$ cat config.mk
export PLATFORM = sky130hd
export DESIGN_NAME = jsrd_tap
export DESIGN_NICKNAME = d
export VERILOG_FILES = /design/src/hdl/jsrd_pkg.sv /design/src/hdl/jsrd_boundary_cell.sv /design/src/hdl/jsrd_fifo.sv /design/src/hdl/jsrd_tap.sv
export SDC_FILE = /design/constraint.sdc
export NUM_CORES = 1
export LEC_CHECK = 0
export BUFFER_PORTS_ARGS = -buffer_cell sky130_fd_sc_hd__buf_2
export CAP_MARGIN = 0
export CORE_ASPECT_RATIO = 0.75
export CORE_MARGIN = 10
export CORE_UTILIZATION = 60
export DETAILED_ROUTE_END_ITERATION = 10
export PLACE_DENSITY = 0.83
export RECOVER_POWER = 50
export SLEW_MARGIN = 20
export SYNTH_ARGS = -nofsm -noshare
export SYNTH_HDL_FRONTEND = slang
export SYNTH_SLANG_ARGS = --single-unit
export TNS_END_PERCENT = 50
$ cat constraint.sdc
create_clock -name clk_i -period 6.8 [get_ports clk_i]
set_clock_uncertainty 0.1 [all_clocks]
set_input_delay 1.36 -clock clk_i [delete_from_list [all_inputs] [get_ports clk_i]]
set_output_delay 1.36 -clock clk_i [all_outputs]
set_load 0.02 [all_outputs]
$ cat src/hdl/jsrd_pkg.sv
/*
  Shared constants and carrier types for the boundary-scan test port.
  Assumes every user imports the whole package; no clocking of its own.
*/
package jsrd_pkg;

  // ==========================================================================
  // Widths and sizes
  localparam int JSRD_IR_W      = 4;   // Instruction register width
  localparam int JSRD_CMD_W     = 8;   // Vendor command register width
  localparam int JSRD_ID_W      = 32;  // Identification register width
  localparam int JSRD_NPINS     = 82;  // Scanned I/O pins
  localparam int JSRD_CELL_BITS = 3;   // Scan bits per boundary cell
  localparam int JSRD_SCAN_W    = 16;  // Vendor internal scan length
  localparam int JSRD_PROG_W    = 8;   // Programming word width
  localparam int JSRD_FIFO_D    = 16;  // Programming FIFO depth
  localparam int JSRD_SOFT_RST  = 5;   // TMS-high rising edges to reset

  // ==========================================================================
  // Instruction codes
  localparam logic [3:0] JSRD_IR_SAMPLE_PRELOAD             = 4'h1;
  localparam logic [3:0] JSRD_IR_IDCODE                     = 4'h2;
  localparam logic [3:0] JSRD_IR_EXTEST                     = 4'h3;
  localparam logic [3:0] JSRD_IR_HIGHZ                      = 4'h4;
  localparam logic [3:0] JSRD_IR_VENDOR_INTERNAL_SCAN_SELECT   = 4'h7;
  localparam logic [3:0] JSRD_IR_VENDOR_COMMAND_REGISTER_SELECT = 4'h8;
  localparam logic [3:0] JSRD_IR_BYPASS                     = 4'hF;
  localparam logic [3:0] JSRD_IR_CAPTURE                    = 4'h1;  // Fixed pattern on Capture-IR

  // ==========================================================================
  // Vendor commands and reset values
  localparam logic [7:0] JSRD_TEST_PORT_MASTER_RESET_COMMAND       = 8'h01;
  localparam logic [7:0] JSRD_SWITCH_TO_SERIAL_PROGRAMMING_COMMAND = 8'h02;
  localparam logic [7:0] JSRD_CMD_RESET                            = 8'h00;
  // Identification word; arbitrary neutral value, bit 0 kept high
  localparam logic [31:0] JSRD_IDCODE_DEFAULT = 32'h0ABC_DE01;

  // ==========================================================================
  // Test port controller states
  typedef enum logic [3:0] {
    JSRD_TLR    = 4'h0, JSRD_RTI    = 4'h1, JSRD_SEL_DR = 4'h2, JSRD_CAP_DR = 4'h3,
    JSRD_SH_DR  = 4'h4, JSRD_EX1_DR = 4'h5, JSRD_PAU_DR = 4'h6, JSRD_EX2_DR = 4'h7,
    JSRD_UPD_DR = 4'h8, JSRD_SEL_IR = 4'h9, JSRD_CAP_IR = 4'hA, JSRD_SH_IR  = 4'hB,
    JSRD_EX1_IR = 4'hC, JSRD_PAU_IR = 4'hD, JSRD_EX2_IR = 4'hE, JSRD_UPD_IR = 4'hF
  } jsrd_tap_t;

  // ==========================================================================
  // Carriers
  typedef struct packed {
    logic capture;  // Capture-DR strobe
    logic shift;    // Shift strobe, chain selected
    logic update;   // Update-DR strobe
    logic sample;   // SAMPLE/PRELOAD active
    logic extest;   // EXTEST active
    logic highz;    // HIGHZ active
  } jsrd_dr_ctl_t;

  typedef struct packed {
    logic out;      // Output data
    logic oe;       // Output enable, high drives
  } jsrd_pad_t;

endpackage : jsrd_pkg

$ cat src/hdl/jsrd_boundary_cell.sv
/*
  One boundary cell: three chained capture stages and two holding stages.
  Assumes strobes are one clk cycle wide, one per TCK edge.
*/
`timescale 1ns/1ps
module jsrd_boundary_cell
  import jsrd_pkg::*;
(
  // Clock and reset
  input  wire logic         clk_i,
  input  wire logic         resetn_i,
  // Scan control and chain
  input  wire jsrd_dr_ctl_t ctl_i,
  input  wire logic         scan_i,
  output logic              scan_o,
  // Core and pad side
  input  wire jsrd_pad_t    core_i,
  input  wire logic         pad_in_i,
  output jsrd_pad_t         pad_o
);

  // ==========================================================================
  // State
  typedef struct packed {
    logic sync_m, sync_s;     // Pad input synchroniser
    logic cap_out, cap_oe;    // Stages one and two
    logic cap_in;             // Stage three
    logic hold_out, hold_oe;  // Holding stages
  } jsrd_cell_st_t;
  jsrd_cell_st_t q, d;
  logic          active;      // SAMPLE or EXTEST in force

  // Next state
  always_comb begin
    d        = q;
    active   = ctl_i.sample | ctl_i.extest;
    d.sync_m = pad_in_i;
    d.sync_s = q.sync_m;
    if (ctl_i.capture && active) begin
      d.cap_out = core_i.out;
      d.cap_oe  = core_i.oe;
      d.cap_in  = q.sync_s;
    end else if (ctl_i.shift) begin
      // Scan in at stage three, out of stage one
      d.cap_in  = scan_i;
      d.cap_oe  = q.cap_in;
      d.cap_out = q.cap_oe;
    end
    if (ctl_i.update && active) begin
      d.hold_out = q.cap_out;
      d.hold_oe  = q.cap_oe;
    end
  end

  // Registers
  always_ff @(posedge clk_i or negedge resetn_i) begin
    if (!resetn_i) begin
      q <= '0;
    end else begin
      q <= d;
    end
  end

  // Pad drive: held stimulus wins as soon as EXTEST is latched
  always_comb begin
    if (ctl_i.extest) begin
      pad_o = '{out: q.hold_out, oe: q.hold_oe};
    end else if (ctl_i.highz) begin
      pad_o = '{out: core_i.out, oe: 1'b0};
    end else begin
      pad_o = core_i;
    end
  end
  assign scan_o = q.cap_out;

  // Assertions
  cell_highz_off_a: assert property (@(posedge clk_i) disable iff (!resetn_i)
    ctl_i.highz && !ctl_i.extest |-> !pad_o.oe) else $error("pad driven under HIGHZ");
  cell_extest_hold_a: assert property (@(posedge clk_i) disable iff (!resetn_i)
    ctl_i.update && ctl_i.extest |=> pad_o == $past({q.cap_out, q.cap_oe}))
    else $error("update did not reach pad");

endmodule : jsrd_boundary_cell

$ cat src/hdl/jsrd_fifo.sv
/*
  Synchronous FIFO with valid/ready on both sides.
  Assumes one clock; a push into a full FIFO is refused.
*/
`timescale 1ns/1ps
module jsrd_fifo
  import jsrd_pkg::*;
#(
  parameter int W = JSRD_PROG_W,
  parameter int D = JSRD_FIFO_D
) (
  // Clock and reset
  input  wire logic         clk_i,
  input  wire logic         resetn_i,
  // Fill side
  input  wire logic         in_valid_i,
  output logic              in_ready_o,
  input  wire logic [W-1:0] in_data_i,
  // Drain side
  output logic              out_valid_o,
  input  wire logic         out_ready_i,
  output logic [W-1:0]      out_data_o
);

  localparam int AW = $clog2(D);

  // ==========================================================================
  // Pointers carry one extra wrap bit
  typedef struct packed {
    logic [AW:0] wp, rp;
  } jsrd_fifo_st_t;
  jsrd_fifo_st_t q, d;
  logic [W-1:0]  mem [D];  // Storage
  logic          push, pop;

  always_comb begin
    in_ready_o  = !((q.wp[AW] != q.rp[AW]) && (q.wp[AW-1:0] == q.rp[AW-1:0]));
    out_valid_o = (q.wp != q.rp);
    push        = in_valid_i && in_ready_o;
    pop         = out_valid_o && out_ready_i;
    d           = q;
    if (push) d.wp = q.wp + 1'b1;
    if (pop)  d.rp = q.rp + 1'b1;
  end

  always_ff @(posedge clk_i or negedge resetn_i) begin
    if (!resetn_i) begin
      q <= '0;
    end else begin
      q <= d;
    end
  end

  // Memory has no reset, content only read when valid
  always_ff @(posedge clk_i) begin
    if (push) mem[q.wp[AW-1:0]] <= in_data_i;
  end
  assign out_data_o = mem[q.rp[AW-1:0]];

endmodule : jsrd_fifo

$ cat src/hdl/jsrd_tap.sv
/*
  Boundary-scan test port: controller, instruction decode, data registers,
  boundary chain and serial programming switch-over.
  Assumes TCK, TMS, TDI arrive unsynchronised and TCK is far slower than clk_i.
*/
// Function
// - Four-bit instruction register selects data path
// - Instruction latch changes only Update-IR, reset
// - No register reachable from firmware memory
// - BYPASS 0x0F gives one-bit path
// - Eight-bit command register with separate latch
// - IDCODE 0x02 shifts 32-bit identity out
// - Chain holds three bits per pin
// - SAMPLE/PRELOAD and EXTEST select boundary chain
// - Supply and test pins have no cell
// - Cell has three capture, two holding stages
// - Stages: output, output enable, input
// - SAMPLE captures pins on Capture-DR rise
// - Preloaded data drives pins when EXTEST latches
// - EXTEST drives outputs, captures inputs
// - HIGHZ floats outputs, bypass in path
// - Code 0x07 selects vendor internal scan
// - Code 0x08 selects vendor command register
// - Command 0x01 master resets, port untouched
// - Command 0x02 enters serial programming mode
// - Cells capture and override under controller strobes
// - Serial data least significant bit first
// - TDO floats outside shifts unless programming, falls-edge updates
// - Five TMS-high rises reset the port outside programming mode
// - Sixteen-state controller, transitions on TCK rise
`timescale 1ns/1ps
module jsrd_tap
  import jsrd_pkg::*;
#(
  parameter int          NPINS  = JSRD_NPINS,
  parameter int          SCAN_W = JSRD_SCAN_W,
  parameter logic [31:0] IDCODE = JSRD_IDCODE_DEFAULT  // Arbitrary value
) (
  // Clock and reset
  input  wire logic              clk_i,
  input  wire logic              resetn_i,
  // Test port pins
  input  wire logic              tck_i,
  input  wire logic              tms_i,
  input  wire logic              tdi_i,
  output logic                   tdo_o,
  output logic                   tdo_oe_o,
  // Scanned I/O (power and test pins excluded)
  input  wire jsrd_pad_t [NPINS-1:0] core_pad_i,
  input  wire logic [NPINS-1:0]  pad_in_i,
  output jsrd_pad_t [NPINS-1:0]  pad_o,
  // Device reset request
  output logic                   core_reset_o,
  // Serial programming
  output logic                   prog_mode_o,
  output logic                   prog_clk_o,
  input  wire logic              prog_dout_i,
  output logic                   prog_valid_o,
  input  wire logic              prog_ready_i,
  output logic [JSRD_PROG_W-1:0] prog_data_o,
  output logic                   prog_wr_ready_o,
  output logic                   prog_overflow_o
);

  // ==========================================================================
  // State
  typedef struct packed {
    logic                  tck_m, tck_s, tck_p;  // TCK synchroniser and history
    logic                  tms_m, tms_s;         // TMS synchroniser
    logic                  tdi_m, tdi_s;         // TDI synchroniser
    jsrd_tap_t             tap;                  // Controller state
    logic [JSRD_IR_W-1:0]  ir_sh;                // Instruction shift stages
    logic [JSRD_IR_W-1:0]  ir;                   // Instruction latch
    logic                  byp;                  // Bypass stage
    logic [JSRD_ID_W-1:0]  id_sh;                // Identification shifter
    logic [JSRD_CMD_W-1:0] cmd_sh;               // Vendor command shifter
    logic [JSRD_CMD_W-1:0] cmd;                  // Vendor command latch
    logic [SCAN_W-1:0]     scan_sh;              // Vendor internal scan
    logic                  tdo, tdo_oe;          // Pin drive
    logic                  prog;                 // Programming mode, sticky
    logic [JSRD_PROG_W-1:0] pbyte;               // Programming bit gatherer
    logic [2:0]            pcnt;                 // Bits gathered
    logic                  push;                 // Word ready for FIFO
    logic                  ovf;                  // Word lost, sticky
  } jsrd_st_t;
  jsrd_st_t q, d;

  logic             rise, fall;    // TCK edges seen in clk domain
  logic             fifo_ready;    // FIFO can take a word
  logic             sel_bnd;       // Boundary chain selected
  logic             dr_bit;        // Selected data register output bit
  jsrd_dr_ctl_t     ctl;           // Strobes to the cells
  logic [NPINS:0]   chain;         // Scan chain taps, TDI enters at top

  // ==========================================================================
  // Controller next state on TMS
  function automatic jsrd_tap_t next_tap(input jsrd_tap_t s, input logic tms);
    case (s)
      JSRD_TLR:    next_tap = tms ? JSRD_TLR    : JSRD_RTI;
      JSRD_RTI:    next_tap = tms ? JSRD_SEL_DR : JSRD_RTI;
      JSRD_SEL_DR: next_tap = tms ? JSRD_SEL_IR : JSRD_CAP_DR;
      JSRD_CAP_DR: next_tap = tms ? JSRD_EX1_DR : JSRD_SH_DR;
      JSRD_SH_DR:  next_tap = tms ? JSRD_EX1_DR : JSRD_SH_DR;
      JSRD_EX1_DR: next_tap = tms ? JSRD_UPD_DR : JSRD_PAU_DR;
      JSRD_PAU_DR: next_tap = tms ? JSRD_EX2_DR : JSRD_PAU_DR;
      JSRD_EX2_DR: next_tap = tms ? JSRD_UPD_DR : JSRD_SH_DR;
      JSRD_UPD_DR: next_tap = tms ? JSRD_SEL_DR : JSRD_RTI;
      JSRD_SEL_IR: next_tap = tms ? JSRD_TLR    : JSRD_CAP_IR;
      JSRD_CAP_IR: next_tap = tms ? JSRD_EX1_IR : JSRD_SH_IR;
      JSRD_SH_IR:  next_tap = tms ? JSRD_EX1_IR : JSRD_SH_IR;
      JSRD_EX1_IR: next_tap = tms ? JSRD_UPD_IR : JSRD_PAU_IR;
      JSRD_PAU_IR: next_tap = tms ? JSRD_EX2_IR : JSRD_PAU_IR;
      JSRD_EX2_IR: next_tap = tms ? JSRD_UPD_IR : JSRD_SH_IR;
      JSRD_UPD_IR: next_tap = tms ? JSRD_SEL_DR : JSRD_RTI;
      default:     next_tap = JSRD_TLR;
    endcase
  endfunction : next_tap

  // ==========================================================================
  // Decode and cell strobes; programming mode freezes the controller
  always_comb begin
    rise    = q.tck_s & ~q.tck_p;
    fall    = ~q.tck_s & q.tck_p;
    sel_bnd = (q.ir == JSRD_IR_SAMPLE_PRELOAD) || (q.ir == JSRD_IR_EXTEST);
    ctl.capture = rise && !q.prog && (q.tap == JSRD_CAP_DR);
    ctl.shift   = rise && !q.prog && (q.tap == JSRD_SH_DR) && sel_bnd;
    ctl.update  = rise && !q.prog && (q.tap == JSRD_UPD_DR);
    ctl.sample  = (q.ir == JSRD_IR_SAMPLE_PRELOAD);
    ctl.extest  = (q.ir == JSRD_IR_EXTEST);
    ctl.highz   = (q.ir == JSRD_IR_HIGHZ);
    // Serial path per instruction; anything unlisted falls to bypass
    case (q.ir)
      JSRD_IR_SAMPLE_PRELOAD,
      JSRD_IR_EXTEST:                        dr_bit = chain[0];
      JSRD_IR_IDCODE:                        dr_bit = q.id_sh[0];
      JSRD_IR_VENDOR_INTERNAL_SCAN_SELECT:   dr_bit = q.scan_sh[0];
      JSRD_IR_VENDOR_COMMAND_REGISTER_SELECT: dr_bit = q.cmd_sh[0];
      default:                               dr_bit = q.byp;
    endcase
  end

  // ==========================================================================
  // Boundary chain: one cell per scanned pin, three bits each
  assign chain[NPINS] = q.tdi_s;
  for (genvar i = 0; i < NPINS; i++) begin : g_cell
    jsrd_boundary_cell u_cell (
      .clk_i    (clk_i),
      .resetn_i (resetn_i),
      .ctl_i    (ctl),
      .scan_i   (chain[i+1]),
      .scan_o   (chain[i]),
      .core_i   (core_pad_i[i]),
      .pad_in_i (pad_in_i[i]),
      .pad_o    (pad_o[i])
    );
  end

  // ==========================================================================
  // Next state of the port
  always_comb begin
    d        = q;
    d.push   = 1'b0;
    // Two-stage synchronisers; only the second stages and the TCK history stage feed logic
    d.tck_m  = tck_i;
    d.tck_s  = q.tck_m;
    d.tck_p  = q.tck_s;
    d.tms_m  = tms_i;
    d.tms_s  = q.tms_m;
    d.tdi_m  = tdi_i;
    d.tdi_s  = q.tdi_m;
    // Test-Logic-Reset forces IDCODE and clears the command latch
    if (q.tap == JSRD_TLR) begin
      d.ir  = JSRD_IR_IDCODE;
      d.cmd = JSRD_CMD_RESET;
    end
    if (q.prog) begin
      // Programming: TDI data in, gathered LSB first into words
      if (rise) begin
        d.pbyte = {q.tdi_s, q.pbyte[JSRD_PROG_W-1:1]};
        d.pcnt  = q.pcnt + 3'h1;
        d.push  = (q.pcnt == 3'h7);
      end
      if (fall) begin
        d.tdo    = prog_dout_i;
        d.tdo_oe = 1'b1;
      end
      if (q.push && !fifo_ready) d.ovf = 1'b1;
    end else begin
      if (rise) begin
        d.tap = next_tap(q.tap, q.tms_s);
        case (q.tap)
          JSRD_CAP_IR: d.ir_sh = JSRD_IR_CAPTURE;
          JSRD_SH_IR:  d.ir_sh = {q.tdi_s, q.ir_sh[JSRD_IR_W-1:1]};
          JSRD_UPD_IR: d.ir    = q.ir_sh;
          JSRD_CAP_DR: begin
            d.byp   = 1'b0;
            d.id_sh = IDCODE;
            d.cmd_sh = q.cmd;
          end
          JSRD_SH_DR: begin
            // Only the selected register moves; all shift right
            case (q.ir)
              JSRD_IR_SAMPLE_PRELOAD, JSRD_IR_EXTEST: ;              // Cells shift
              JSRD_IR_IDCODE:
                d.id_sh = {q.tdi_s, q.id_sh[JSRD_ID_W-1:1]};
              JSRD_IR_VENDOR_INTERNAL_SCAN_SELECT:
                d.scan_sh = {q.tdi_s, q.scan_sh[SCAN_W-1:1]};
              JSRD_IR_VENDOR_COMMAND_REGISTER_SELECT:
                d.cmd_sh = {q.tdi_s, q.cmd_sh[JSRD_CMD_W-1:1]};
              default:
                d.byp = q.tdi_s;
            endcase
          end
          JSRD_UPD_DR: begin
            if (q.ir == JSRD_IR_VENDOR_COMMAND_REGISTER_SELECT) begin
              // Latched only here, so partial patterns never act
              d.cmd = q.cmd_sh;
              if (q.cmd_sh == JSRD_SWITCH_TO_SERIAL_PROGRAMMING_COMMAND) begin
                d.prog  = 1'b1;
                d.pcnt  = 3'h0;
              end
            end
          end
          default: ;
        endcase
      end
      // TDO follows falling edges, floats outside the shift states
      if (fall) begin
        d.tdo_oe = (q.tap == JSRD_SH_IR) || (q.tap == JSRD_SH_DR);
        d.tdo    = (q.tap == JSRD_SH_IR) ? q.ir_sh[0] : dr_bit;
      end
    end
  end

  // Registers; resetn_i is the power-up reset only, the vendor reset
  // request never comes back here so the port survives it
  always_ff @(posedge clk_i or negedge resetn_i) begin
    if (!resetn_i) begin
      q     <= '0;
      q.ir  <= JSRD_IR_IDCODE;
      q.tap <= JSRD_TLR;
    end else begin
      q <= d;
    end
  end

  // ==========================================================================
  // Programming word FIFO; back-pressure shows on prog_wr_ready_o
  jsrd_fifo #(
    .W (JSRD_PROG_W),
    .D (JSRD_FIFO_D)
  ) u_fifo (
    .clk_i       (clk_i),
    .resetn_i    (resetn_i),
    .in_valid_i  (q.push),
    .in_ready_o  (fifo_ready),
    .in_data_i   (q.pbyte),
    .out_valid_o (prog_valid_o),
    .out_ready_i (prog_ready_i),
    .out_data_o  (prog_data_o)
  );

  // ==========================================================================
  // Outputs; no register here sits on any firmware bus
  assign tdo_o           = q.tdo;
  assign tdo_oe_o        = q.tdo_oe;
  assign core_reset_o    = (q.cmd == JSRD_TEST_PORT_MASTER_RESET_COMMAND);
  assign prog_mode_o     = q.prog;
  assign prog_clk_o      = q.prog & q.tck_p;  // TCK doubles as programming clock
  assign prog_wr_ready_o = fifo_ready;
  assign prog_overflow_o = q.ovf;

  // ==========================================================================
  // Assertion helper: consecutive TCK rises with TMS high
  logic [2:0] tms_hi_cnt;
  always_ff @(posedge clk_i or negedge resetn_i) begin
    if (!resetn_i) begin
      tms_hi_cnt <= 3'h0;
    end else if (rise) begin
      tms_hi_cnt <= !q.tms_s ? 3'h0 : (tms_hi_cnt == 3'h5) ? 3'h5 : tms_hi_cnt + 3'h1;
    end
  end

  ir_latch_hold_a: assert property (@(posedge clk_i) disable iff (!resetn_i)
    $changed(q.ir) |-> $past(q.tap) inside {JSRD_UPD_IR, JSRD_TLR}) else $error("IR latch moved");
  bypass_one_bit_a: assert property (@(posedge clk_i) disable iff (!resetn_i)
    rise && !q.prog && q.tap == JSRD_SH_DR && q.ir == JSRD_IR_BYPASS |=> q.byp == $past(q.tdi_s))
    else $error("bypass stage not loaded");
  idcode_load_a: assert property (@(posedge clk_i) disable iff (!resetn_i)
    rise && !q.prog && q.tap == JSRD_CAP_DR |=> q.id_sh == IDCODE) else $error("identity not captured");
  cmd_latch_hold_a: assert property (@(posedge clk_i) disable iff (!resetn_i)
    $changed(q.cmd) |-> $past(q.tap) inside {JSRD_UPD_DR, JSRD_TLR}) else $error("command latch moved");
  master_reset_a: assert property (@(posedge clk_i) disable iff (!resetn_i)
    rise && !q.prog && q.tap == JSRD_UPD_DR && q.ir == JSRD_IR_VENDOR_COMMAND_REGISTER_SELECT
    && q.cmd_sh == JSRD_TEST_PORT_MASTER_RESET_COMMAND |=> core_reset_o && (q.tap == JSRD_RTI || q.tap == JSRD_SEL_DR))
    else $error("master reset not raised");
  prog_sticky_a: assert property (@(posedge clk_i) disable iff (!resetn_i)
    prog_mode_o |=> prog_mode_o && (tdo_oe_o == $past(tdo_oe_o) || $past(fall))) else $error("left programming mode");
  tdo_float_a: assert property (@(posedge clk_i) disable iff (!resetn_i)
    fall && !q.prog && !(q.tap inside {JSRD_SH_IR, JSRD_SH_DR}) |=> !tdo_oe_o ##1 ($stable(tdo_o) || $past(fall)))
    else $error("TDO driven outside shift");
  soft_reset_a: assert property (@(posedge clk_i) disable iff (!resetn_i)
    tms_hi_cnt == 3'h5 && !q.prog |-> q.tap == JSRD_TLR) else $error("five TMS highs did not reset");

endmodule : jsrd_tap

==> metrics.md <==
| Metric | Value |
|---|---|
| TritonRoute pass-1 iters | 5 |
| WL/cell | 24.9 um |
| Clock buffer count from CTS | 75 |
| Area growth syn-to-layout | 15.8% |
| RSZ-0062 raised after global routing | no |
| Clk buf depth | 3 |
| Setup TNS | 0 ns |
| Switch share | 0.267 |
| Critical Path Fanout Max | 21 |
| CP delay by family, top | simple AND/OR/NAND/NOR gates |
| Comb power frac | 0.140 |
| Initial antenna violation count | 5 |
| Post-CTS Setup Inserts | 0 |
| Largest net degree at the start of global routing | approximately 190 |
| Vias in the first global route | 23601 |
| Leading area contributor after synthesis | dfrtp_1 |
| Initial core utilization | 0.610 |
| Buffers added on ports | 432 |
| Max H-tree Level | 3 |
| Largest cells by area after synthesis | dfrtp_1 (53%), edfxtp_1 (12%), mux2_2 (9.7%) |
| Die Span Y | 222 um |
| Fmax | between 200 and 250 MHz |
| CTS Hold Bufs | 0 |
| Clock transition at path regs | 0.07 ns |
| FF-to-FF setup slack | 2.62 ns |
| DRC | 0 |
| Post-route minimum period | 4.72 ns |
| Sequential Power Share | 0.469 |
| Worst EP arrival | 3.26 ns |
| Post-synthesis sequential area ratio | 0.645 |
| Number of gates resized after cts | 0 |
| Multi-input logic area | 10700 um^2 |
| Status | complete, but fails checks |
| Synth warnings | 0 |
| Root Buffer | clkbuf_16 |
| Class of the worst hold path | flop to flop |
| Power density over cell area | 293 nW/um^2 |
| First-pass GRT wire length | between 100000 and 150000 um |
| IO Pins | 433 |
| Clock sink count | 812 |
| Int Pwr | 0.00807 W |
| VDD IR max | 0.210 mV |
| Final std cells w/o fill | 3531 |
| Synth Cell Area | 32500 um^2 |
| Filler instances | 3386 |
| Number of unique standard cell types used by synthesis | 55 |
| Iter 0 DRT Violations | 2158 |
| Worst path required time | 5.34 ns |
| Register area | between 20000 and 25000 um^2 |
| Placed insts | 3391 |
| Crit start category | flop |
| FFs w/ async S/R, synth | 0.842 |
| Mapped Nets | 2682 |
| Grt total ovfl | 0 |
| Synthesized instance count | 2422 |
| Setup violations, final | 0 |
| Max-cap viol count | 1 |
| Core Rows | 73 |
| EDFF count, synth | around 130 |
| CP bufs+invs | 2 |
| TritonCTS clock tree | yes |
| Area of the die | 64000 um^2 |
| WS Path Type | flop to output pin |
| Yosys reg bits | 812 |
| Commonest cells in the netlist | dfrtp_1 (683), mux2_2 (279), o22ai_1 (266) |
| Die W | between 200 and 300 um |
| Final max-slew violation count | around 100 |
| Yosys top cell area share | 0.526 |
| Vias post-DR | roughly 23000 |
| Pleak | between 15 and 20 nW |
| # nets final | 3017 |
| Clock Power Share | 0.391 |
| Post-route ant nets | 0 |
| Ordered list of cells on the worst path | xnor2_1 -> nand4_1 -> nor2_1 -> inv_1 -> buf_2 |
| Pwr Total | 0.0110 W |
| Worst-margin pin slew | a little under 3 ns |
| P_sw | approximately 0.003 W |
| Skew-Pair Late Insertion Delay | 0.62 ns |
| Final period utilization | 0.694 |
| Count leader, synth | dfrtp_1 |
| Top FF cell, synth | dfrtp_1 |
| GPL Wtd Cong | ~0.86 |
| Slew margin rel. | -0.928 |
| Core Area | 53200 um^2 |
| Post-Route Utilization | 0.707 |
| HPWL Detailed | ~56000 um |
| DRT Wirelength | 88100 um |
| Failing checks | max-capacitance violations, max-slew violations |
| Max stage delay on crit path | ~1 ns |
| Gr usage total | 0.271 |
| CP endpoint kind | output pin |
| Share of layout cells above drive strength 1 | 0.312 |
| Syn avg cell area | roughly 13 um^2 |
| Hold Fails Final Rpt | 0 |
| Worst path slowest cell | dfrtp_1 |
| Number of vias per cell | 6.41 |
metal layers:
layer  vias to the layer above  global-route usage  share of wire
li1                       9709                   -              -
met1                     11523               0.357           0.39
met2                      1176               0.429           0.48
met3                       225              0.0652          0.084
met4                         4               0.107          0.039
met5                         -                   0        0.00039
state kept, by name (all words and copies together) (netlist names), 4 cells and up:
signal / count
g_cell.u_cell.q: 410
q: 91
d: 4
g_cell.u_cell.scan_o: 82
g_cell.u_cell.d: 82
u_fifo.mem: 128
u_fifo.q: 10
cell families (layout without fill, tap and decap cells):
group,after synthesis,count (layout),synth area share
AO/OA/AOI/OAI,656,656,0.142
XOR/XNOR,12,12,0.00323
adder cells (fa/ha/maj),7,7,0.00269
buffers and inverters,231,627,0.0289
flip-flops,812,812,0.645
multiplexers,347,347,0.131
other,0,1,0
AND/OR/NAND/NOR,357,357,0.0478
layout make-up:
| cell class | instances | area share |
|---|---|---|
| diodes | 1 | 0.0000665 |
| clock buffers | 106 | 0.0576 |
| clock inverters | 32 | 0.00958 |
| inverters | 29 | 0.00289 |
| multi-input cells | 1379 | 0.284 |
| flip-flops and latches | 812 | 0.557 |
| well taps | 712 | 0.0237 |
| repair buffers | 460 | 0.0654 |
power by group through the flow:
stage / logic [W] / registers, W / clock network [W]
2_1_floorplan: 0.00105 / 0.00519 / 0
3_3_place_gp: 0.00146 / 0.00524 / 0
3_5_place_dp: 0.00151 / 0.00525 / 0
4_1_cts: 0.00153 / 0.00516 / 0.00437
5_1_grt: 0.00168 / 0.00517 / 0.00457
6_report: 0.00154 / 0.00516 / 0.00431
final timing paths:
path	startpoint	end	cells after the start
max in group asynchronous	resetn_i	q[91]	2
min in group asynchronous	resetn_i	g_cell[25].u_cell.q[1]	1
min	g_cell[61].u_cell.d[5]	g_cell[61].u_cell.q[5]	0
max	u_fifo.q[2]	prog_wr_ready_o	5
max reg2reg	prog_mode_o	g_cell[39].u_cell.q[3]	6
min reg2reg	g_cell[61].u_cell.d[5]	g_cell[61].u_cell.q[5]	0
placed cells by master (no fill, tap or decap), types with 32 or more instances in the layout:
| cell | instances |
|---|---|
| dfrtp_1 | 682 |
| buf_2 | 399 |
| mux2_2 | 279 |
| o22ai_1 | 266 |
| nand2_1 | 251 |
| a2bb2oi_1 | 247 |
| edfxtp_1 | 128 |
| o21ai_0 | 113 |
| clkbuf_16 | 77 |
| clkbuf_1 | 50 |
| nor2_1 | 46 |
| mux4_2 | 32 |
stage by stage:
step,hold slack (ns),setup slack (ns),cell area (um^2)
floorplan,0.231,3.05,32500
global placement,0.234,2.63,35100
detailed placement,0.235,2.80,35100
CTS,0.241,2.24,37600
global route,0.249,1.95,37600
finish,0.242,2.08,37600
Note: power is estimated with default switching activity, not from simulation.
